### src/include/scm_defines.svh
// Constants for the system clock block: register map, field
// positions, reset values and timing counts.
// Assumes a 10 MHz system clock and a 32-bit APB register bus.
`ifndef SCM_DEFINES_SVH
`define SCM_DEFINES_SVH

// ----------------------------------------------------------------
// Register byte offsets
// ----------------------------------------------------------------
`define SCM_AW          8
`define SCM_OFF_OSC     8'h00
`define SCM_OFF_TRIM    8'h04
`define SCM_OFF_REF     8'h08
`define SCM_OFF_MULT    8'h0C
`define SCM_OFF_SRC     8'h10
`define SCM_OFF_STAT    8'h14

// ----------------------------------------------------------------
// Field positions and reset values
// ----------------------------------------------------------------
`define SCM_DIV_MSB     2
`define SCM_SUSP_BIT    5
`define SCM_ORUN_BIT    6
`define SCM_DIV_RST     3'h7
`define SCM_CT_MSB      7
`define SCM_FT_LSB      8
`define SCM_FT_MSB      15
`define SCM_CT_RST      8'h40
`define SCM_FT_RST      8'h20
`define SCM_ZTC_BIT     0
`define SCM_MSEL_MSB    1
`define SCM_MDIV_LSB    2
`define SCM_MDIV_MSB    4
`define SCM_MRDY_BIT    5
`define SCM_MINIT_BIT   6
`define SCM_MEN_BIT     7
`define SCM_SRC_BIT     0

// ----------------------------------------------------------------
// Multiplier arithmetic and timing
// ----------------------------------------------------------------
`define SCM_ACC_ADD     6'h08
`define SCM_ACC_CAP     6'h30
`define SCM_N_BASE      3'h2
`define SCM_N_MAX       3'h7
`define SCM_MDIV_TOP    3'h5
`define SCM_CLK_MHZ     10
`define SCM_OSC_MHZ     24
`define SCM_LOCK_NS     1600

`endif

### src/include/scm_pkg.sv
// Types shared by the system clock block.
// Assumes scm_defines.svh supplies the numeric constants.
package scm_pkg;

   // Multiplier bring-up states
   typedef enum logic [1:0] {
      SCM_M_OFF  = 2'b00,
      SCM_M_ON   = 2'b01,
      SCM_M_LOCK = 2'b10,
      SCM_M_RDY  = 2'b11
   } scm_mstate_t;

   // Multiplier input sources
   typedef enum logic [1:0] {
      SCM_IN_EXT  = 2'b00,
      SCM_IN_INT2 = 2'b01,
      SCM_IN_EXT2 = 2'b10
   } scm_msel_t;

endpackage : scm_pkg

### src/verilog/scm_pow2_div.sv
// Power-of-two divider for an enable stream.
// Assumes tick_i is a one-cycle enable on clk_sys_i.
`timescale 1ns/10ps
`include "scm_defines.svh"
module scm_pow2_div
   import scm_pkg::*;
(
   input  wire logic       clk_sys_i,
   input  wire logic       nrst_i,
   input  wire logic       tick_i,
   input  wire logic [2:0] sel_i,
   output logic            tick_o
);

   logic [6:0] cnt_ff;

   // Mask of low counter bits for a divide by two to the sel
   function automatic logic [6:0] div_mask(input logic [2:0] s);
      div_mask = 7'((8'h01 << s) - 8'h01);
   endfunction : div_mask

   // Pass one tick in every 2**sel
   assign tick_o = tick_i & ((cnt_ff & div_mask(sel_i)) == div_mask(sel_i));

   // Free counter of source ticks
   always_ff @(posedge clk_sys_i or negedge nrst_i) begin
      if (!nrst_i) begin
         cnt_ff <= 7'h00;
      end else if (tick_i) begin
         cnt_ff <= cnt_ff + 7'h01;
      end
   end

endmodule : scm_pow2_div

### src/verilog/scm_mult_burst.sv
// Clock multiplier core: four output ticks per input edge,
// scaled by 2/n. Assumes edge_i is a one-cycle enable.
`timescale 1ns/10ps
`include "scm_defines.svh"
module scm_mult_burst
   import scm_pkg::*;
(
   input  wire logic       clk_sys_i,
   input  wire logic       nrst_i,
   input  wire logic       run_i,
   input  wire logic       edge_i,
   input  wire logic [2:0] scale_i,
   output logic            pulse_o
);

   logic [5:0] acc_ff;
   logic [5:0] nxt_acc;
   logic [2:0] den;
   logic       add;

   // Scale code 0..5 gives 2/2..2/7; codes above clamp to 2/7
   // Clamping keeps stray codes from pushing the output out of range
   assign den = (scale_i > `SCM_MDIV_TOP) ? `SCM_N_MAX : scale_i + `SCM_N_BASE; // RULE18
   // Eight credits per edge, n spent per pulse: 8/n pulses per edge
   assign add     = run_i & edge_i & (acc_ff < `SCM_ACC_CAP);
   assign pulse_o = run_i & (acc_ff >= {3'h0, den});        // RULE11
   // Pulses leave back to back, then idle to the next edge
   assign nxt_acc = !run_i ? 6'h00 :
                    acc_ff + (add ? `SCM_ACC_ADD : 6'h00)
                           - (pulse_o ? {3'h0, den} : 6'h00); // RULE19

   always_ff @(posedge clk_sys_i or negedge nrst_i) begin
      if (!nrst_i) begin
         acc_ff <= 6'h00;
      end else begin
         acc_ff <= nxt_acc;
      end
   end

endmodule : scm_mult_burst

### src/verilog/scm_sysclk.sv
// System clock control: internal oscillator with divider,
// oscillator suspend with wake-up, and the clock multiplier.
// Assumes an APB master on clk_sys_i; wake and oscillator pins
// arrive asynchronously and are synchronised here.
`timescale 1ns/10ps
`include "scm_defines.svh"

// How it works
// [RULE1] Reset makes the divided internal oscillator the system clock.
// [RULE2] Trim registers reset to factory values for a 24 MHz oscillator.
// [RULE3] Internal oscillator divided by 1 to 128 under a select field.
// [RULE4] The divide select resets to divide by 128.
// [RULE5] Writing one to the suspend bit halts the internal oscillator.
// [RULE6] Suspended on internal oscillator: core and peripheral clocks stop.
// [RULE7] Port 0..3 match, or enabled comparator low, ends suspend.
// [RULE8] Wake restarts oscillator and clocks, interrupt or not.
// [RULE9] Core resumes after the write that set suspend.
// [RULE10] Software sets the bias enable bit before suspending.
// [RULE11] Multiplier gives four times input, scaled 1 to 2/7.
// [RULE12] Multiplier input: external, internal halved or external halved.
// [RULE13] Software resets the multiplier by writing zero to its control.
// [RULE14] Software picks input then scale before enabling.
// [RULE15] Software enables, then waits over 5 us before initialising.
// [RULE16] Software sets initialise, then polls the ready flag.
// [RULE17] External source must be stable before initialising.
// [RULE18] Multiplier is meant for a 25 to 50 MHz core clock.
// [RULE19] Slow input gives four fast pulses per edge, then a hold.
// [RULE20] Ready low unless locked; multiplier not used until ready.
module scm_sysclk
   import scm_pkg::*;
(
   input  wire logic                clk_sys_i,
   input  wire logic                nrst_i,
   // APB slave
   input  wire logic                psel_i,
   input  wire logic                penable_i,
   input  wire logic                pwrite_i,
   input  wire logic [`SCM_AW-1:0]  paddr_i,
   input  wire logic [31:0]         pwdata_i,
   output logic [31:0]              prdata_o,
   output logic                     pready_o,
   output logic                     pslverr_o,
   // Asynchronous pins
   input  wire logic                ext_osc_i,
   input  wire logic [3:0]          port_match_i,
   input  wire logic                cmp0_en_i,
   input  wire logic                cmp0_out_i,
   // Clock enables and status
   output logic                     sysclk_en_o,
   output logic                     core_clk_en_o,
   output logic                     mult_clk_en_o,
   output logic                     osc_run_o,
   output logic                     suspended_o,
   output logic                     mult_ready_flag_o,
   output logic                     zero_tempco_bias_enable_o,
   output logic [7:0]               osc_coarse_trim_o,
   output logic [7:0]               osc_fine_trim_o
);

   // ----------------------------------------------------------------
   // Timing
   // ----------------------------------------------------------------
   // Lock wait after initialise, rounded up to whole cycles
   localparam int LOCK_CYC_I = (`SCM_LOCK_NS * `SCM_CLK_MHZ + 999) / 1000;
   localparam logic [7:0] LOCK_LAST = 8'(LOCK_CYC_I - 1);

   // ----------------------------------------------------------------
   // Declarations
   // ----------------------------------------------------------------
   logic [6:0]  pin_s1_ff;
   logic [6:0]  pin_s2_ff;
   logic [6:0]  pin_vec;
   logic        ext_d_ff;
   logic        ext_half_ff;
   logic        int_half_ff;

   logic        pready_ff;
   logic        pslverr_ff;
   logic [31:0] prdata_ff;

   logic [2:0]  div_sel_ff;
   logic        suspend_ff;
   logic        osc_run_ff;
   logic [7:0]  coarse_ff;
   logic [7:0]  fine_ff;
   logic        ztc_ff;
   logic        use_mult_ff;

   logic        men_ff;
   logic        minit_ff;
   logic [1:0]  msel_ff;
   logic [2:0]  mdiv_ff;
   scm_mstate_t mst_ff;
   scm_mstate_t nxt_mst;
   logic [7:0]  lock_cnt_ff;
   logic [7:0]  nxt_lock_cnt;

   logic        sysclk_en_ff;
   logic        core_en_ff;
   logic        mult_en_ff;

   // ----------------------------------------------------------------
   // Pin synchronisers
   // ----------------------------------------------------------------
   // Every pin passes two flops before any logic reads it
   assign pin_vec = {cmp0_out_i, cmp0_en_i, port_match_i, ext_osc_i};

   genvar gi;
   generate
      for (gi = 0; gi < 7; gi++) begin : g_sync
         always_ff @(posedge clk_sys_i or negedge nrst_i) begin
            if (!nrst_i) begin
               pin_s1_ff[gi] <= 1'b0;
               pin_s2_ff[gi] <= 1'b0;
            end else begin
               pin_s1_ff[gi] <= pin_vec[gi];
               pin_s2_ff[gi] <= pin_s1_ff[gi];
            end
         end
      end
   endgenerate

   // ----------------------------------------------------------------
   // APB decode
   // ----------------------------------------------------------------
   // Exact byte address match against a register offset
   function automatic logic is_reg(input logic [`SCM_AW-1:0] a,
                                   input logic [`SCM_AW-1:0] off);
      is_reg = (a == off);
   endfunction : is_reg

   wire setup    = psel_i & ~penable_i;
   wire wr_acc   = psel_i & penable_i & pready_ff & pwrite_i;
   wire hit_osc  = is_reg(paddr_i, `SCM_OFF_OSC);
   wire hit_trim = is_reg(paddr_i, `SCM_OFF_TRIM);
   wire hit_ref  = is_reg(paddr_i, `SCM_OFF_REF);
   wire hit_mult = is_reg(paddr_i, `SCM_OFF_MULT);
   wire hit_src  = is_reg(paddr_i, `SCM_OFF_SRC);
   wire hit_stat = is_reg(paddr_i, `SCM_OFF_STAT);
   wire mapped   = hit_osc | hit_trim | hit_ref | hit_mult | hit_src | hit_stat;

   // Per-register write strobes
   wire wr_osc   = wr_acc & hit_osc;
   wire wr_trim  = wr_acc & hit_trim;
   wire wr_ref   = wr_acc & hit_ref;
   wire wr_mult  = wr_acc & hit_mult;
   wire wr_src   = wr_acc & hit_src;

   // ----------------------------------------------------------------
   // Clock paths
   // ----------------------------------------------------------------
   // Multiplier stays out of the clock path until ready
   wire mult_rdy = (mst_ff == SCM_M_RDY);                      // RULE20
   wire eff_mult = use_mult_ff & mult_rdy;                      // RULE20
   wire int_tick = osc_run_ff;
   wire int_div_tick;
   wire mult_pulse;

   // Wake: any port match, or comparator enabled with output low
   wire wake = (|pin_s2_ff[4:1]) | (pin_s2_ff[5] & ~pin_s2_ff[6]); // RULE7

   // Input edges for the three multiplier sources
   wire ext_rise  = pin_s2_ff[0] & ~ext_d_ff;
   wire ext2_edge = ext_rise & ext_half_ff;
   wire int2_edge = int_tick & int_half_ff;
   wire mult_edge = (msel_ff == SCM_IN_EXT)  ? ext_rise  :
                    (msel_ff == SCM_IN_INT2) ? int2_edge :
                    ext2_edge;                                  // RULE12
   wire mult_run  = (mst_ff == SCM_M_LOCK) | mult_rdy;

   // Source select: divided internal oscillator unless multiplier selected and ready
   wire sys_tick  = eff_mult ? mult_pulse : int_div_tick;      // RULE1
   // Suspend on the internal oscillator stops core and peripherals
   wire on_int    = ~eff_mult;
   wire core_tick = sys_tick & ~(suspend_ff & on_int);         // RULE6

   // Internal oscillator divider, one to 128
   scm_pow2_div u_int_div (
      .clk_sys_i (clk_sys_i),
      .nrst_i    (nrst_i),
      .tick_i    (int_tick),
      .sel_i     (div_sel_ff),
      .tick_o    (int_div_tick)
   );                                                           // RULE3

   // Multiplier pulse generator
   scm_mult_burst u_mult (
      .clk_sys_i (clk_sys_i),
      .nrst_i    (nrst_i),
      .run_i     (mult_run),
      .edge_i    (mult_edge),
      .scale_i   (mdiv_ff),
      .pulse_o   (mult_pulse)
   );

   // ----------------------------------------------------------------
   // Read mux
   // ----------------------------------------------------------------
   wire [31:0] rd_osc  = {25'h0, osc_run_ff, suspend_ff, 2'h0, div_sel_ff};
   wire [31:0] rd_trim = {16'h0, fine_ff, coarse_ff};
   wire [31:0] rd_ref  = {31'h0, ztc_ff};
   wire [31:0] rd_mult = {24'h0, men_ff, minit_ff, mult_rdy, mdiv_ff, msel_ff};
   wire [31:0] rd_src  = {31'h0, use_mult_ff};
   wire [31:0] rd_stat = {28'h0, mst_ff, suspend_ff, eff_mult};
   wire [31:0] rd_data = hit_osc  ? rd_osc  :
                         hit_trim ? rd_trim :
                         hit_ref  ? rd_ref  :
                         hit_mult ? rd_mult :
                         hit_src  ? rd_src  :
                         hit_stat ? rd_stat : 32'h0000_0000;

   // ----------------------------------------------------------------
   // APB answer
   // ----------------------------------------------------------------
   // One access cycle per transfer; data captured at setup
   always_ff @(posedge clk_sys_i or negedge nrst_i) begin
      if (!nrst_i) begin
         pready_ff  <= 1'b0;
         pslverr_ff <= 1'b0;
         prdata_ff  <= 32'h0000_0000;
      end else begin
         pready_ff  <= setup;
         pslverr_ff <= setup & ~mapped;
         if (setup) begin
            prdata_ff <= rd_data;
         end
      end
   end

   // ----------------------------------------------------------------
   // Oscillator control
   // ----------------------------------------------------------------
   // Divide select and trims; trims hold factory values after reset
   always_ff @(posedge clk_sys_i or negedge nrst_i) begin
      if (!nrst_i) begin
         div_sel_ff <= `SCM_DIV_RST;                            // RULE4
         coarse_ff  <= `SCM_CT_RST;                             // RULE2
         fine_ff    <= `SCM_FT_RST;                             // RULE2
      end else begin
         if (wr_osc) begin
            div_sel_ff <= pwdata_i[`SCM_DIV_MSB:0];             // RULE3
         end
         if (wr_trim) begin
            coarse_ff <= pwdata_i[`SCM_CT_MSB:0];
            fine_ff   <= pwdata_i[`SCM_FT_MSB:`SCM_FT_LSB];
         end
      end
   end

   // Suspend: a write of one wins over a wake in the same cycle,
   // so the request is never lost; a lasting wake ends it next cycle
   always_ff @(posedge clk_sys_i or negedge nrst_i) begin
      if (!nrst_i) begin
         suspend_ff <= 1'b0;
      end else if (wr_osc & pwdata_i[`SCM_SUSP_BIT]) begin
         suspend_ff <= 1'b1;                                    // RULE5
      end else if (wake) begin
         suspend_ff <= 1'b0;                                    // RULE8
      end
   end

   // Oscillator runs whenever not suspended; the core is only gated,
   // never reset, so it picks up at the next instruction
   always_ff @(posedge clk_sys_i or negedge nrst_i) begin
      if (!nrst_i) begin
         osc_run_ff <= 1'b1;
      end else begin
         osc_run_ff <= ~suspend_ff;                             // RULE9
      end
   end

   // Bias enable and system clock source select
   always_ff @(posedge clk_sys_i or negedge nrst_i) begin
      if (!nrst_i) begin
         ztc_ff      <= 1'b0;
         use_mult_ff <= 1'b0;                                   // RULE1
      end else begin
         if (wr_ref) begin
            ztc_ff <= pwdata_i[`SCM_ZTC_BIT];
         end
         if (wr_src) begin
            use_mult_ff <= pwdata_i[`SCM_SRC_BIT];
         end
      end
   end

   // ----------------------------------------------------------------
   // Multiplier control
   // ----------------------------------------------------------------
   // Control fields; a write of zero clears them all and so resets
   always_ff @(posedge clk_sys_i or negedge nrst_i) begin
      if (!nrst_i) begin
         men_ff   <= 1'b0;
         minit_ff <= 1'b0;
         msel_ff  <= 2'h0;
         mdiv_ff  <= 3'h0;
      end else if (wr_mult) begin
         men_ff   <= pwdata_i[`SCM_MEN_BIT];
         minit_ff <= pwdata_i[`SCM_MINIT_BIT];
         msel_ff  <= pwdata_i[`SCM_MSEL_MSB:0];
         mdiv_ff  <= pwdata_i[`SCM_MDIV_MSB:`SCM_MDIV_LSB];
      end
   end

   // Bring-up sequence: off, enabled, locking, ready
   always_comb begin
      nxt_mst      = mst_ff;
      nxt_lock_cnt = lock_cnt_ff;
      case (mst_ff)
         SCM_M_OFF: begin
            if (men_ff) begin
               nxt_mst = SCM_M_ON;
            end
         end
         SCM_M_ON: begin
            if (!men_ff) begin
               nxt_mst = SCM_M_OFF;
            end else if (minit_ff) begin
               nxt_mst      = SCM_M_LOCK;
               nxt_lock_cnt = 8'h00;
            end
         end
         SCM_M_LOCK: begin
            if (!men_ff) begin
               nxt_mst = SCM_M_OFF;
            end else if (!minit_ff) begin
               nxt_mst = SCM_M_ON;
            end else if (lock_cnt_ff == LOCK_LAST) begin
               nxt_mst = SCM_M_RDY;                             // RULE16
            end else begin
               nxt_lock_cnt = lock_cnt_ff + 8'h01;
            end
         end
         SCM_M_RDY: begin
            if (!men_ff) begin
               nxt_mst = SCM_M_OFF;                             // RULE20
            end else if (!minit_ff) begin
               nxt_mst = SCM_M_ON;                              // RULE20
            end
         end
         default: begin
            nxt_mst = SCM_M_OFF;
         end
      endcase
   end

   // State, lock counter and source edge history
   always_ff @(posedge clk_sys_i or negedge nrst_i) begin
      if (!nrst_i) begin
         mst_ff      <= SCM_M_OFF;
         lock_cnt_ff <= 8'h00;
         ext_d_ff    <= 1'b0;
         ext_half_ff <= 1'b0;
         int_half_ff <= 1'b0;
      end else begin
         mst_ff      <= nxt_mst;
         lock_cnt_ff <= nxt_lock_cnt;
         ext_d_ff    <= pin_s2_ff[0];
         if (ext_rise) begin
            ext_half_ff <= ~ext_half_ff;
         end
         if (int_tick) begin
            int_half_ff <= ~int_half_ff;
         end
      end
   end

   // ----------------------------------------------------------------
   // Registered outputs
   // ----------------------------------------------------------------
   // Enables are registered, adding one cycle of latency to each
   always_ff @(posedge clk_sys_i or negedge nrst_i) begin
      if (!nrst_i) begin
         sysclk_en_ff <= 1'b0;
         core_en_ff   <= 1'b0;
         mult_en_ff   <= 1'b0;
      end else begin
         sysclk_en_ff <= sys_tick;
         core_en_ff   <= core_tick;                             // RULE6
         mult_en_ff   <= mult_pulse;                            // RULE11
      end
   end

   assign prdata_o                  = prdata_ff;
   assign pready_o                  = pready_ff;
   assign pslverr_o                 = pslverr_ff;
   assign sysclk_en_o               = sysclk_en_ff;
   assign core_clk_en_o             = core_en_ff;
   assign mult_clk_en_o             = mult_en_ff;
   assign osc_run_o                 = osc_run_ff;
   assign suspended_o               = suspend_ff;
   assign mult_ready_flag_o         = mst_ff == SCM_M_RDY;
   assign zero_tempco_bias_enable_o = ztc_ff;
   assign osc_coarse_trim_o         = coarse_ff;
   assign osc_fine_trim_o           = fine_ff;

endmodule : scm_sysclk

### config.mk
export PLATFORM = sky130hd
export DESIGN_NAME = scm_sysclk
export DESIGN_NICKNAME = d
export VERILOG_FILES = /design/src/include/scm_pkg.sv /design/src/verilog/scm_pow2_div.sv /design/src/verilog/scm_mult_burst.sv /design/src/verilog/scm_sysclk.sv
export VERILOG_INCLUDE_DIRS = /design/src /design/src/include
export SDC_FILE = /design/constraint.sdc
export NUM_CORES = 1
export LEC_CHECK = 0
export ABC_AREA = 1
export BUFFER_PORTS_ARGS = -buffer_cell sky130_fd_sc_hd__buf_2
export CAP_MARGIN = 30
export CORE_MARGIN = 5
export CORE_UTILIZATION = 47
export CTS_CLUSTER_SIZE = 10
export DETAILED_ROUTE_END_ITERATION = 8
export PLACE_DENSITY = 0.74
export SYNTH_ARGS = -nofsm -noshare
export SYNTH_HDL_FRONTEND = slang
export SYNTH_SLANG_ARGS = --single-unit
### constraint.sdc
create_clock -name clk_sys_i -period 3.6 [get_ports clk_sys_i]
set_clock_uncertainty 0.2 [all_clocks]
set_input_delay 0.36 -clock clk_sys_i [delete_from_list [all_inputs] [get_ports clk_sys_i]]
set_output_delay 0.36 -clock clk_sys_i [all_outputs]
set_load 0.05 [all_outputs]
Yosys cells after proc, flatten, opt, wreduce, memory -nomap -nowiden:

Index checks and enable logic that the tools add are counted.

* register bits after elaboration: 107
* output and inout bits: 57
* logic and storage cells: 145

* $add $sub $neg: 6
* magnitude comparators: 3
* equal/unequal tests: 20
* shift-type cells: 1
* mux-type cells: 30
* bitwise operators: 39
* reductions and logical operators: 8

Operator list (number)
* 8-bit 2-to-1 mux: 7
* 16-bit 2-to-1 mux: 2
* 8-bit by 4-bit == test with 1-bit output, second input constant: 3
* 1-bit AND: 22
* 8-bit by 5-bit == test with 1-bit output, second input constant: 2
* 2-bit 2-to-1 mux: 8
* 8-bit one-hot mux with 2 select lines: 1
* 4-bit 2-to-1 mux: 3
* 2-bit != test, second input constant: 6
* 1-bit inverter: 9
* 8-bit by 1-bit adder with 8-bit output, second input constant: 1
* 8-bit by 3-bit == test with 1-bit output, second input constant: 1
* 8-bit logical NOT: 1
* 2-bit one-hot mux with 4 select lines: 1
* 7-bit by 1-bit adder with 7-bit output, second input constant: 1
* 7-bit AND: 1
* 7-bit == test: 1
* 1-bit OR: 7
* 1-bit by 3-bit left shift with 7-bit output, first input constant: 1
* 7-bit by 1-bit subtractor with 7-bit output, second input constant: 1
* 6-bit adder: 1
* 6-bit by 3-bit greater-or-equal comparator with 1-bit output: 1
* 6-bit < comparator, second input constant: 1
* 3-bit 2-to-1 mux: 2
* 14 further kinds: 23

Logic depth before layout (Yosys ltp):

Gate-level depths: netlist (run 1).

* depth in word-level cells: 11
* gate-level depth with buffers: 27

Hierarchy:

From an unflattened synthesis (run 1), not the netlist that was laid out.

* cell total of the unflattened synthesis: 523
* area, all modules: 4673.2 um^2

Modules (own cells, without submodules)
* scm_sysclk: times used 1, cells an instance 387, area an instance 3638.5 um^2, sequential area each 1959.4 um^2
* scm_mult_burst: times used 1, cells an instance 85, area an instance 636.9 um^2, sequential area each 150.1 um^2
* scm_pow2_div: times used 1, cells an instance 51, area an instance 397.9 um^2, sequential area each 175.2 um^2

Worst setup path before layout (run 1):

OpenSTA, ideal clock, no wires.

* path type: register to register
* start: register mdiv_ff[1]
* end: register u_mult.acc_ff[5]
* arrival: 3.105 ns
* required time: 3.276 ns
* setup slack: 0.171 ns
* stages on the path, launching flop included: 27
* cell sequence: dfrtp_1 inv_1 ha_1 a21oi_1 inv_1 o31ai_1 inv_1 nor2_1 inv_1 ha_1 o21ai_0 nand2_1 a21oi_1 o21ai_0 nand2_1 inv_1 nand2_1 ha_1 ha_1 inv_1 fa_1 inv_1 nand2_1 nand2_1 a21oi_1 o21ai_0 a21oi_1

* cells in the longest elaborated chain, start to end: 7
* elaborated cells on any way between the ends: 8
* those cells by class: 2 x add/sub; 2 x order compare; 3 x mux; 1 x bitwise

RTL lines
* start: declaration: line scm_sysclk.sv:92 `logic [2:0] mdiv_ff;`
* start signal: assignment: line scm_sysclk.sv:301 `` mdiv_ff <= pwdata_i[`SCM_MDIV_MSB:`SCM_MDIV_LSB]; ``
* 3-bit by 2-bit adder with 3-bit output (no source line) / 3-bit greater-than comparator (equally long branches)
* 3-bit 2-to-1 mux (no source line) *
* 6-bit by 3-bit greater-or-equal comparator with 1-bit output *: line scm_mult_burst.sv:26 `assign pulse_o = run_i & (acc_ff >= {3'h0, den});`
* 1-bit AND *: line scm_mult_burst.sv:26
* net mult_pulse: line scm_sysclk.sv:157 `wire mult_pulse;`
* 3-bit 2-to-1 mux *: line scm_mult_burst.sv:30 `- (pulse_o ? {3'h0, den} : 6'h00);`
* 6-bit subtractor *: line scm_mult_burst.sv:29 `` acc_ff + (add ? `SCM_ACC_ADD : 6'h00) ``
* 6-bit 2-to-1 mux *: line scm_mult_burst.sv:28 `assign nxt_acc = !run_i ? 6'h00 :`
* net u_mult.nxt_acc[5]: line scm_mult_burst.sv:17 `logic [5:0] nxt_acc;`
* end signal: assignment: line scm_mult_burst.sv:36 `acc_ff <= nxt_acc;`
* end: declaration: line scm_mult_burst.sv:16 `logic [5:0] acc_ff;`

The timed path passes the listed nets; every way through them passes the cells marked *.
A chain may end at the register's enable or synchronous reset.

Worst setup path after layout (run 1):

* start: register mdiv_ff[2]
* end: register u_mult.acc_ff[5]

Same word-level chain as after synthesis.

==> reports/results.tsv, run 1 <==
metric	value	unit
Filler Cells Inserted	884	
Seq/Total Area, Yosys	0.496	
Critical Path Start	mdiv_ff[2]	
Boundary Pins	109	
Worst path slowest cell	dfrtp_2	
P&R area growth vs syn	19.1	%
maxcap violations	0	
dpl hpwl	7300	um
Max Fanout on Critical Path	4	
required time worst endpoint	3660	ps
WP data arrival	3670	ps
Power, Total	2.10	mW
Total Die Area	11900	sq um
crit start category	flop	
worst setup margin	-17.8	ps
initial core utilization	0.476	
H-Tree Level Count	3	
core region area	9680	sq um
Clk pin slew, worst setup/hold paths	100	ps
Syn Inst Count	508	
Detailed Route Iter0 Violations	286	
Slew Limit Fails	0	
syn_area_per_cell	9.07	sq um
dpl cells	717	
layout cell share with drive strength beyond 1	0.310	
# rows	36	
number of flops mapped to enable cells by yosys	0	
setup violators final	1	
Setup TNS	-17.8	ps
TritonCTS Buffers	9	
Final Hold Viols	0	
crit path kind	flop to flop	
clk root buf	clkbuf_8	
GPL Wtd Cong	0.865	
ratio of final minimum period to clock period	1.00	
commonest non-fill, non-tap cells in the layout	nand2_1, dfrtp_1, buf_2	
drt via density	4.80	
global-route wire length before repair	15800	um
Max Clock Freq	276	MHz
drt total wl	9980	um
unrepaired setup endpoints after global routing	yes	
most common cell after layout, fill and taps aside	nand2_1	
largest net degree at the start of global routing	58	
crit path capture type	flop	
min-delay src	pwdata_i[8]	
Synth Warn #	0	
Finished Layout Cells	746	
Clock Path Buffers	2	
DR WL/cell	13.4	um
DR DRC count	0	
cell area after layout	5490	sq um
DIE WIDTH	109	um
Diodes inserted	0	
Remaining Overflow, GRT	0	
share of flip-flops with an asynchronous set or reset	1.00	
die height	109	um
failing checks	negative setup slack	
Mapped Area	4610	sq um
dpl cell area	5110	sq um
Total GRT Usage	0.170	
ys flop type	dfrtp_1	
vias	3583	
synth unique cells	40	
worst reg2reg path startpoint	mdiv_ff[2]	
#FFs+latches synth	91	
fin util	0.567	
total clock sinks	91	
vias in the first global route	3387	
R2R setup slack	-20	ps
PortBufs	76	
initial antenna violation count	0	
status	complete, but fails checks	
Hold Crit Class	primary input to flop	
Final min period	3620	ps
Pwr Density	382	nW/um^2
CTS tree	built	
drt first pass iters	4	
clk_lat worst skew	360	ps
static leakage	2.95	nW
worst vdd ir	0.000249	V
crit-path max cell delay	460	ps
Post-DRT Antenna Nets	0	
layout net count	680	
[state kept, by name, summed over array words and instances (netlist names), 2 cells and up]
signal / count
u_int_div.cnt_ff: 7
div_sel_ff: 3
osc_coarse_trim_o: 8
msel_ff: 2
mst_ff: 2
u_mult.acc_ff: 6
pin_s1_ff: 7
pin_s2_ff: 7
prdata_o: 16
mdiv_ff: 3
lock_cnt_ff: 8
osc_fine_trim_o: 8
[worst paths after layout]
kind / to / cells past startpoint
worst max-delay path: u_mult.acc_ff[5] / 25
worst min-delay path: osc_fine_trim_o[0] / 3
worst max register to register: u_mult.acc_ff[5] / 25
worst min register to register: pin_s2_ff[1] / 0
max in group asynchronous: osc_fine_trim_o[5] / 3
min in group asynchronous: u_mult.acc_ff[2] / 2
[worst max-delay path: cells and delay by family, from the launching register on]
family	cells	cell delay [ps]
flip-flops	1	460
AO/OA/AOI/OAI	8	730
AND/OR/NAND/NOR	6	510
buffers and inverters	6	410
adder cells (fa/ha/maj)	5	1200
[final cells by class]
cell class / count / area (sq um) / share of cell area
flip-flops and latches: 91 / 2290 / 0.416
multi-input cells: 320 / 1910 / 0.347
repair buffers: 98 / 588 / 0.107
inverters: 88 / 350 / 0.0638
well taps: 133 / 166 / 0.0303
clock buffers: 9 / 124 / 0.0226
clock inverters: 7 / 70.1 / 0.0128
[power breakdown]
group | internal (mW) | switching (mW) | total [mW]
clock | 0.271 | 0.403 | 0.675
combinational | 0.0851 | 0.203 | 0.288
sequential | 1.09 | 0.0453 | 1.13
[metrics by stage]
stage | worst slack, ps | hold WS [ps]
floorplan | 171 | -136
global placement | 27.6 | 134
detailed placement | -74.5 | 135
CTS | 29.1 | 3.88
global route | -197 | 3.02
finish | -17.8 | 25.3
[kinds of logic (layout without fill, tap and decap cells)]
kind of cell	after synthesis	after routing	share of synthesized area
other	1	16	0.000814
adder cells (fa/ha/maj)	20	20	0.0559
flip-flops	91	91	0.496
AO/OA/AOI/OAI	82	82	0.111
XOR/XNOR	11	11	0.0209
AND/OR/NAND/NOR	191	191	0.198
buffers and inverters	112	202	0.118
[routing by layer]
metal	share of wire	global-route usage	routed length, um	up-vias
li1	-	-	-	1767
met3	0.077	0.0616	764	6
met4	0.0079	0.0460	79	0
met5	0	0	0	-
met2	0.49	0.274	4910	115
met1	0.42	0.218	4230	1695
[timing repair]
item / 4_1_cts / 5_1_grt
buffers inserted: 1 / 4
endpoints found under the setup margin: 1 / 4
endpoints found under the hold margin: 37 / 0
gates resized for setup: 6 / 16
pin swaps: 1 / 14
hold buffers: 8 / 0
[cells in the mapped netlist, drive strengths merged (2+ instances only)]
master,count,area share
dfstp,6,0.034
ha,19,0.052
inv,86,0.071
xor2,11,0.021
nor2,45,0.050
dfrtp,85,0.46
buf,24,0.042
or2,2,0.0027
o21ai,53,0.070
nand2,110,0.10
nand3,20,0.024
nand4,11,0.016
nor3,2,0.0022
a21oi,23,0.031
No activity file was read; power rests on OpenSTA's default activity.
==> run 2, diff against run 1 <==
REMOVE_ABC_BUFFERS = 1   (was default)
==> reports/results.tsv, run 2 (same netlist as run 1, synthesis figures left out) <==
metric	value	unit	change
status	completed		was complete, but fails checks
cell area after layout	5500	sq um	was 5490 sq um
unrepaired setup endpoints after global routing	yes		unchanged
crit path capture type	flop		unchanged
Diodes inserted	0		unchanged
vias	3633		was 3,583
DR WL/cell	13.3	um	was 13.4 um
crit path kind	flop to flop		unchanged
Final Hold Viols	0		unchanged
Reg-to-Reg End	u_mult.acc_ff[5]		unchanged
Max Fanout on Critical Path	3		was 4
GPL Wtd Cong	0.907		was 0.865
Pwr Density	384	nW/um^2	was 382 nW/um^2
Clk pin slew, worst setup/hold paths	90	ps	was 100 ps
Worst Path Buf+Inv	15		was 6
vias in the first global route	3548		was 3,387
layout net count	687		was 680
Clock Path Buffers	2		unchanged
most used cell, CP	buf_4		
Detailed Route Iter0 Violations	141		was 286
crit start category	flop		unchanged
clk_lat worst skew	350	ps	was 360 ps
CTS tree	built		unchanged
dpl hpwl	7420	um	was 7300 um
WP data arrival	3640	ps	was 3670 ps
die height	109	um	unchanged
Total Die Area	11900	sq um	unchanged
Boundary Pins	109		unchanged
crit-path max cell delay	410	ps	was 460 ps
static leakage	2.98	nW	was 2.95 nW
Worst path slowest cell	dfrtp_1		was dfrtp_2
Remaining Overflow, GRT	0		unchanged
min-delay src	penable_i		was pwdata_i[8]
setup violators final	0		was 1
initial antenna violation count	0		unchanged
dpl cells	715		was 717
crit-path leading delay family	buffers and inverters		was adder cells
Slew Limit Fails	0		unchanged
Total GRT Usage	0.178		was 0.170
most common cell after layout, fill and taps aside	nand2_1		unchanged
TritonCTS Buffers	9		unchanged
R2R setup slack	40	ps	was -20 ps
dpl cell area	5070	sq um	was 5110 sq um
global-route wire length before repair	16400	um	was 15,800 um
relative slew slack	0.645		
required time worst endpoint	3680	ps	was 3660 ps
largest net degree at the start of global routing	38		was 58
Hold Crit Depth	2		was 3
clk root buf	clkbuf_8		unchanged
Reg2Reg Depth	28		was 25
drt via density	4.82		was 4.80
drt first pass iters	5		was 4
worst reg2reg path startpoint	mdiv_ff[1]		was mdiv_ff[2]
Slew @ Worst Pin	525	ps	
total clock sinks	91		unchanged
DIE WIDTH	109	um	unchanged
Max Clock Freq	281	MHz	was 276 MHz
Finished Layout Cells	753		was 746
WHS Endpoint	pready_o		was osc_fine_trim_o[0]
Largest register FFs	16		unchanged
DR DRC count	0		unchanged
worst vdd ir	0.000240	V	was 0.000249 V
Power, Total	2.12	mW	was 2.10 mW
Final min period	3560	ps	was 3620 ps
maxcap violations	0		unchanged
Post-DRT Antenna Nets	0		unchanged
core region area	9680	sq um	unchanged
initial core utilization	0.476		unchanged
drt total wl	10000	um	was 9980 um
layout cell share with drive strength beyond 1	0.316		was 0.310
PortBufs	76		unchanged
commonest non-fill, non-tap cells in the layout	nand2_1, dfrtp_1, buf_2		unchanged
P&R area growth vs syn	19.4	%	was 19.1%
H-Tree Level Count	3		unchanged
Hold Crit Class	primary input to flop		unchanged
# rows	36		unchanged
ratio of final minimum period to clock period	0.989		was 1.00
==> run 2: layer usage <==
metal / track usage / routed length [um]
met1: 0.223 / 4180
met2: 0.302 / 5040
met3: 0.0444 / 637
met4: 0.0541 / 157
met5: 0 / 0
==> run 2: area by class of cell <==
class | instances | area (sq um)
Sequential cell | 91 | 2280
Timing Repair Buffer | 105 | 621
Inverter | 88 | 350
Fill cell | 885 | 4180
Multi-Input combinational cell | 320 | 1880
Tap cell | 133 | 166
Clock buffer | 10 | 138
Clock inverter | 6 | 62.6
==> run 2: power by group <==
group / internal [mW] / switching, mW / total (mW) / leakage [nW]
logic: 0.0829 / 0.204 / 0.287 / 1.72
clock network: 0.340 / 0.355 / 0.695 / 0.106
registers: 1.09 / 0.0470 / 1.13 / 1.15
total: 1.51 / 0.606 / 2.12 / 2.98
==> run 2: worst max path at each step <==
stage | cells after the start | startpoint | slack, ps | to
finish | 28 | mdiv_ff[1] | 40 | u_mult.acc_ff[5]
global route | 25 | mdiv_ff[2] | -150 | u_mult.acc_ff[5]
CTS | 25 | mdiv_ff[2] | 8 | u_mult.acc_ff[5]
detailed placement | 26 | mdiv_ff[1] | -130 | u_mult.acc_ff[5]
global placement | 26 | mdiv_ff[1] | 20 | u_mult.acc_ff[5]
floorplan | 26 | mdiv_ff[1] | 170 | u_mult.acc_ff[5]
==> run 2: what timing repair did <==
item | in CTS | in global routing
setup buffers | 11 | 3
gates resized for setup | 8 | 12
pin swaps | 2 | 7
endpoints found under the hold margin | 42 | 0
hold buffers | 8 | 0
setup endpoints to repair | 1 | 4
gates cloned | 0 | 0
==> run 2: per-stage QoR <==
stage / worst slack [ps] / utilization / hold WS [ps] / setup TNS (ps)
global route: -154 / 0.568 / 11.3 / -233
floorplan: 170 / - / -136 / 0
CTS: 8.43 / 0.562 / 17.0 / 0
detailed placement: -134 / 0.524 / 135 / -134
global placement: 17.2 / 0.524 / 133 / 0
finish: 39.8 / 0.568 / 35.5 / 0
==> run 3, diff against run 2 <==
CORE_UTILIZATION = 30   (was 47)
PLACE_DENSITY = default   (was 0.74)
==> reports/results.tsv, run 3 (same netlist as run 1, synthesis figures left out) <==
metric	value	unit	change
Power, Total	2.34	mW	was 2.12 mW
total clock sinks	91		unchanged
# rows	45		was 36
Slew @ Worst Pin	824	ps	was 525 ps
Filler Cells Inserted	1561		was 885
clk_lat worst skew	340	ps	was 350 ps
Total Die Area	17900	sq um	was 11,900 sq um
P&R area growth vs syn	22.9	%	was 19.4%
Worst Path Buf+Inv	7		was 15
Detailed Route Iter0 Violations	180		was 141
layout cell share with drive strength beyond 1	0.320		was 0.316
commonest non-fill, non-tap cells in the layout	nand2_1, dfrtp_1, buf_2		unchanged
CTS tree	built		unchanged
drt via density	4.31		was 4.82
layout net count	680		was 687
min-delay src	pwdata_i[8]		was penable_i
GPL Wtd Cong	0.809		was 0.907
DR DRC count	0		unchanged
WP data arrival	3470	ps	was 3640 ps
crit path capture type	flop		unchanged
Post-DRT Antenna Nets	0		unchanged
static leakage	3.00	nW	was 2.98 nW
most used cell, CP	inv_2		was buf_4
Total GRT Usage	0.119		was 0.178
DIE WIDTH	134	um	was 109 um
die height	134	um	was 109 um
Worst path slowest cell	dfrtp_1		unchanged
drt total wl	10300	um	was 10,000 um
worst reg2reg path startpoint	mdiv_ff[1]		unchanged
maxcap violations	0		unchanged
Max Clock Freq	291	MHz	was 281 MHz
setup violators final	0		unchanged
worst vdd ir	0.000221	V	was 0.000240 V
fin util	0.374		was 0.568
Hold Slack	50.5	ps	was 35.5 ps
initial antenna violation count	0		unchanged
Hold Crit Class	primary input to flop		unchanged
Clock Path Buffers	2		unchanged
initial core utilization	0.304		was 0.476
status	completed		unchanged
vias	3456		was 3,633
most common cell after layout, fill and taps aside	nand2_1		unchanged
Boundary Pins	109		unchanged
dpl hpwl	7450	um	was 7420 um
TritonCTS Buffers	9		unchanged
crit start category	flop		unchanged
relative slew slack	0.451		was 0.645
Slew Limit Fails	0		unchanged
Remaining Overflow, GRT	0		unchanged
DR WL/cell	12.8	um	was 13.3 um
Clk pin slew, worst setup/hold paths	70	ps	was 90 ps
vias in the first global route	3386		was 3,548
H-Tree Level Count	3		unchanged
core region area	15100	sq um	was 9680 sq um
global-route wire length before repair	16900	um	was 16,400 um
Max Fanout on Critical Path	4		was 3
Largest register FFs	16		unchanged
drt first pass iters	4		was 5
Final min period	3440	ps	was 3560 ps
crit-path leading delay family	adder cells		was buffers and inverters
required time worst endpoint	3630	ps	was 3680 ps
worst setup margin	162	ps	was 39.8 ps
Pwr Density	413	nW/um^2	was 384 nW/um^2
ratio of final minimum period to clock period	0.955		was 0.989
largest net degree at the start of global routing	64		was 38
Critical Path Start	mdiv_ff[1]		unchanged
clk root buf	clkbuf_16		was clkbuf_8
DP Worst Slack	-118	ps	was -134 ps
unrepaired setup endpoints after global routing	yes		unchanged
Diodes inserted	0		unchanged
crit-path max cell delay	410	ps	about the same
PortBufs	76		unchanged
crit path kind	flop to flop		unchanged
Final Hold Viols	0		unchanged
[run 3: changes by cell type in the layout (fill, tap and decap cells not counted), moves of 3 or more]
| cell | previous run | this run |
|---|---|---|
| buf_4 | 22 | 15 |
| clkbuf_16 | 0 | 9 |
| clkbuf_8 | 10 | 0 |
| clkinv_2 | 4 | 1 |
| ha_4 | 0 | 4 |
| nand2_1 | 101 | 98 |
| nand2_2 | 4 | 7 |
[run 3: per-stage QoR]
step	setup TNS (ps)	std cells	cell area [sq um]
floorplan	0	499	4470
global placement	-63.0	769	5130
detailed placement	-118	769	5130
CTS	0	795	5530
global route	-116	801	5660
finish	0	801	5660
[run 3: worst paths after layout]
check | cells past startpoint | slack [ps] | endpoint
max reg2reg | 26 | 160 | u_mult.acc_ff[5]
min in group asynchronous | 2 | 440 | u_int_div.cnt_ff[2]
min reg2reg | 0 | 150 | pin_s2_ff[4]
min | 3 | 50 | osc_fine_trim_o[0]
max in group asynchronous | 3 | 1970 | lock_cnt_ff[6]
max | 26 | 160 | u_mult.acc_ff[5]
[run 3: worst min-delay path, stage by stage]
cell and delay [ps]:
buf_2 80, nor2_2 30, a21oi_2 80
[run 3: where the power goes]
group	total (mW)	switching [mW]	internal, mW
clock network	0.924	0.437	0.488
registers	1.13	0.0460	1.09
logic	0.283	0.200	0.0825
total	2.34	0.683	1.66
[run 3: layout make-up]
type | count | area [sq um] | share of cell area
well taps | 188 | 235 | 0.0415
clock inverters | 7 | 71.3 | 0.0126
inverters | 88 | 350 | 0.0619
multi-input cells | 320 | 1930 | 0.340
flip-flops and latches | 91 | 2280 | 0.403
repair buffers | 98 | 568 | 0.100
clock buffers | 9 | 225 | 0.0398
[run 3: timing repair]
item,in CTS,in global routing
hold endpoints to repair,65,0
buffers inserted,2,6
pin swaps,1,8
resized for setup,7,20
hold buffers,8,0
setup endpoints to repair,1,4
[run 3: routing by layer]
layer / up-vias / global-route usage / wire length (um)
met5: - / 0 / 0
met4: 0 / 0.0360 / 140
met3: 12 / 0.0394 / 708
met2: 84 / 0.186 / 4670
met1: 1587 / 0.157 / 4740
li1: 1773 / - / -
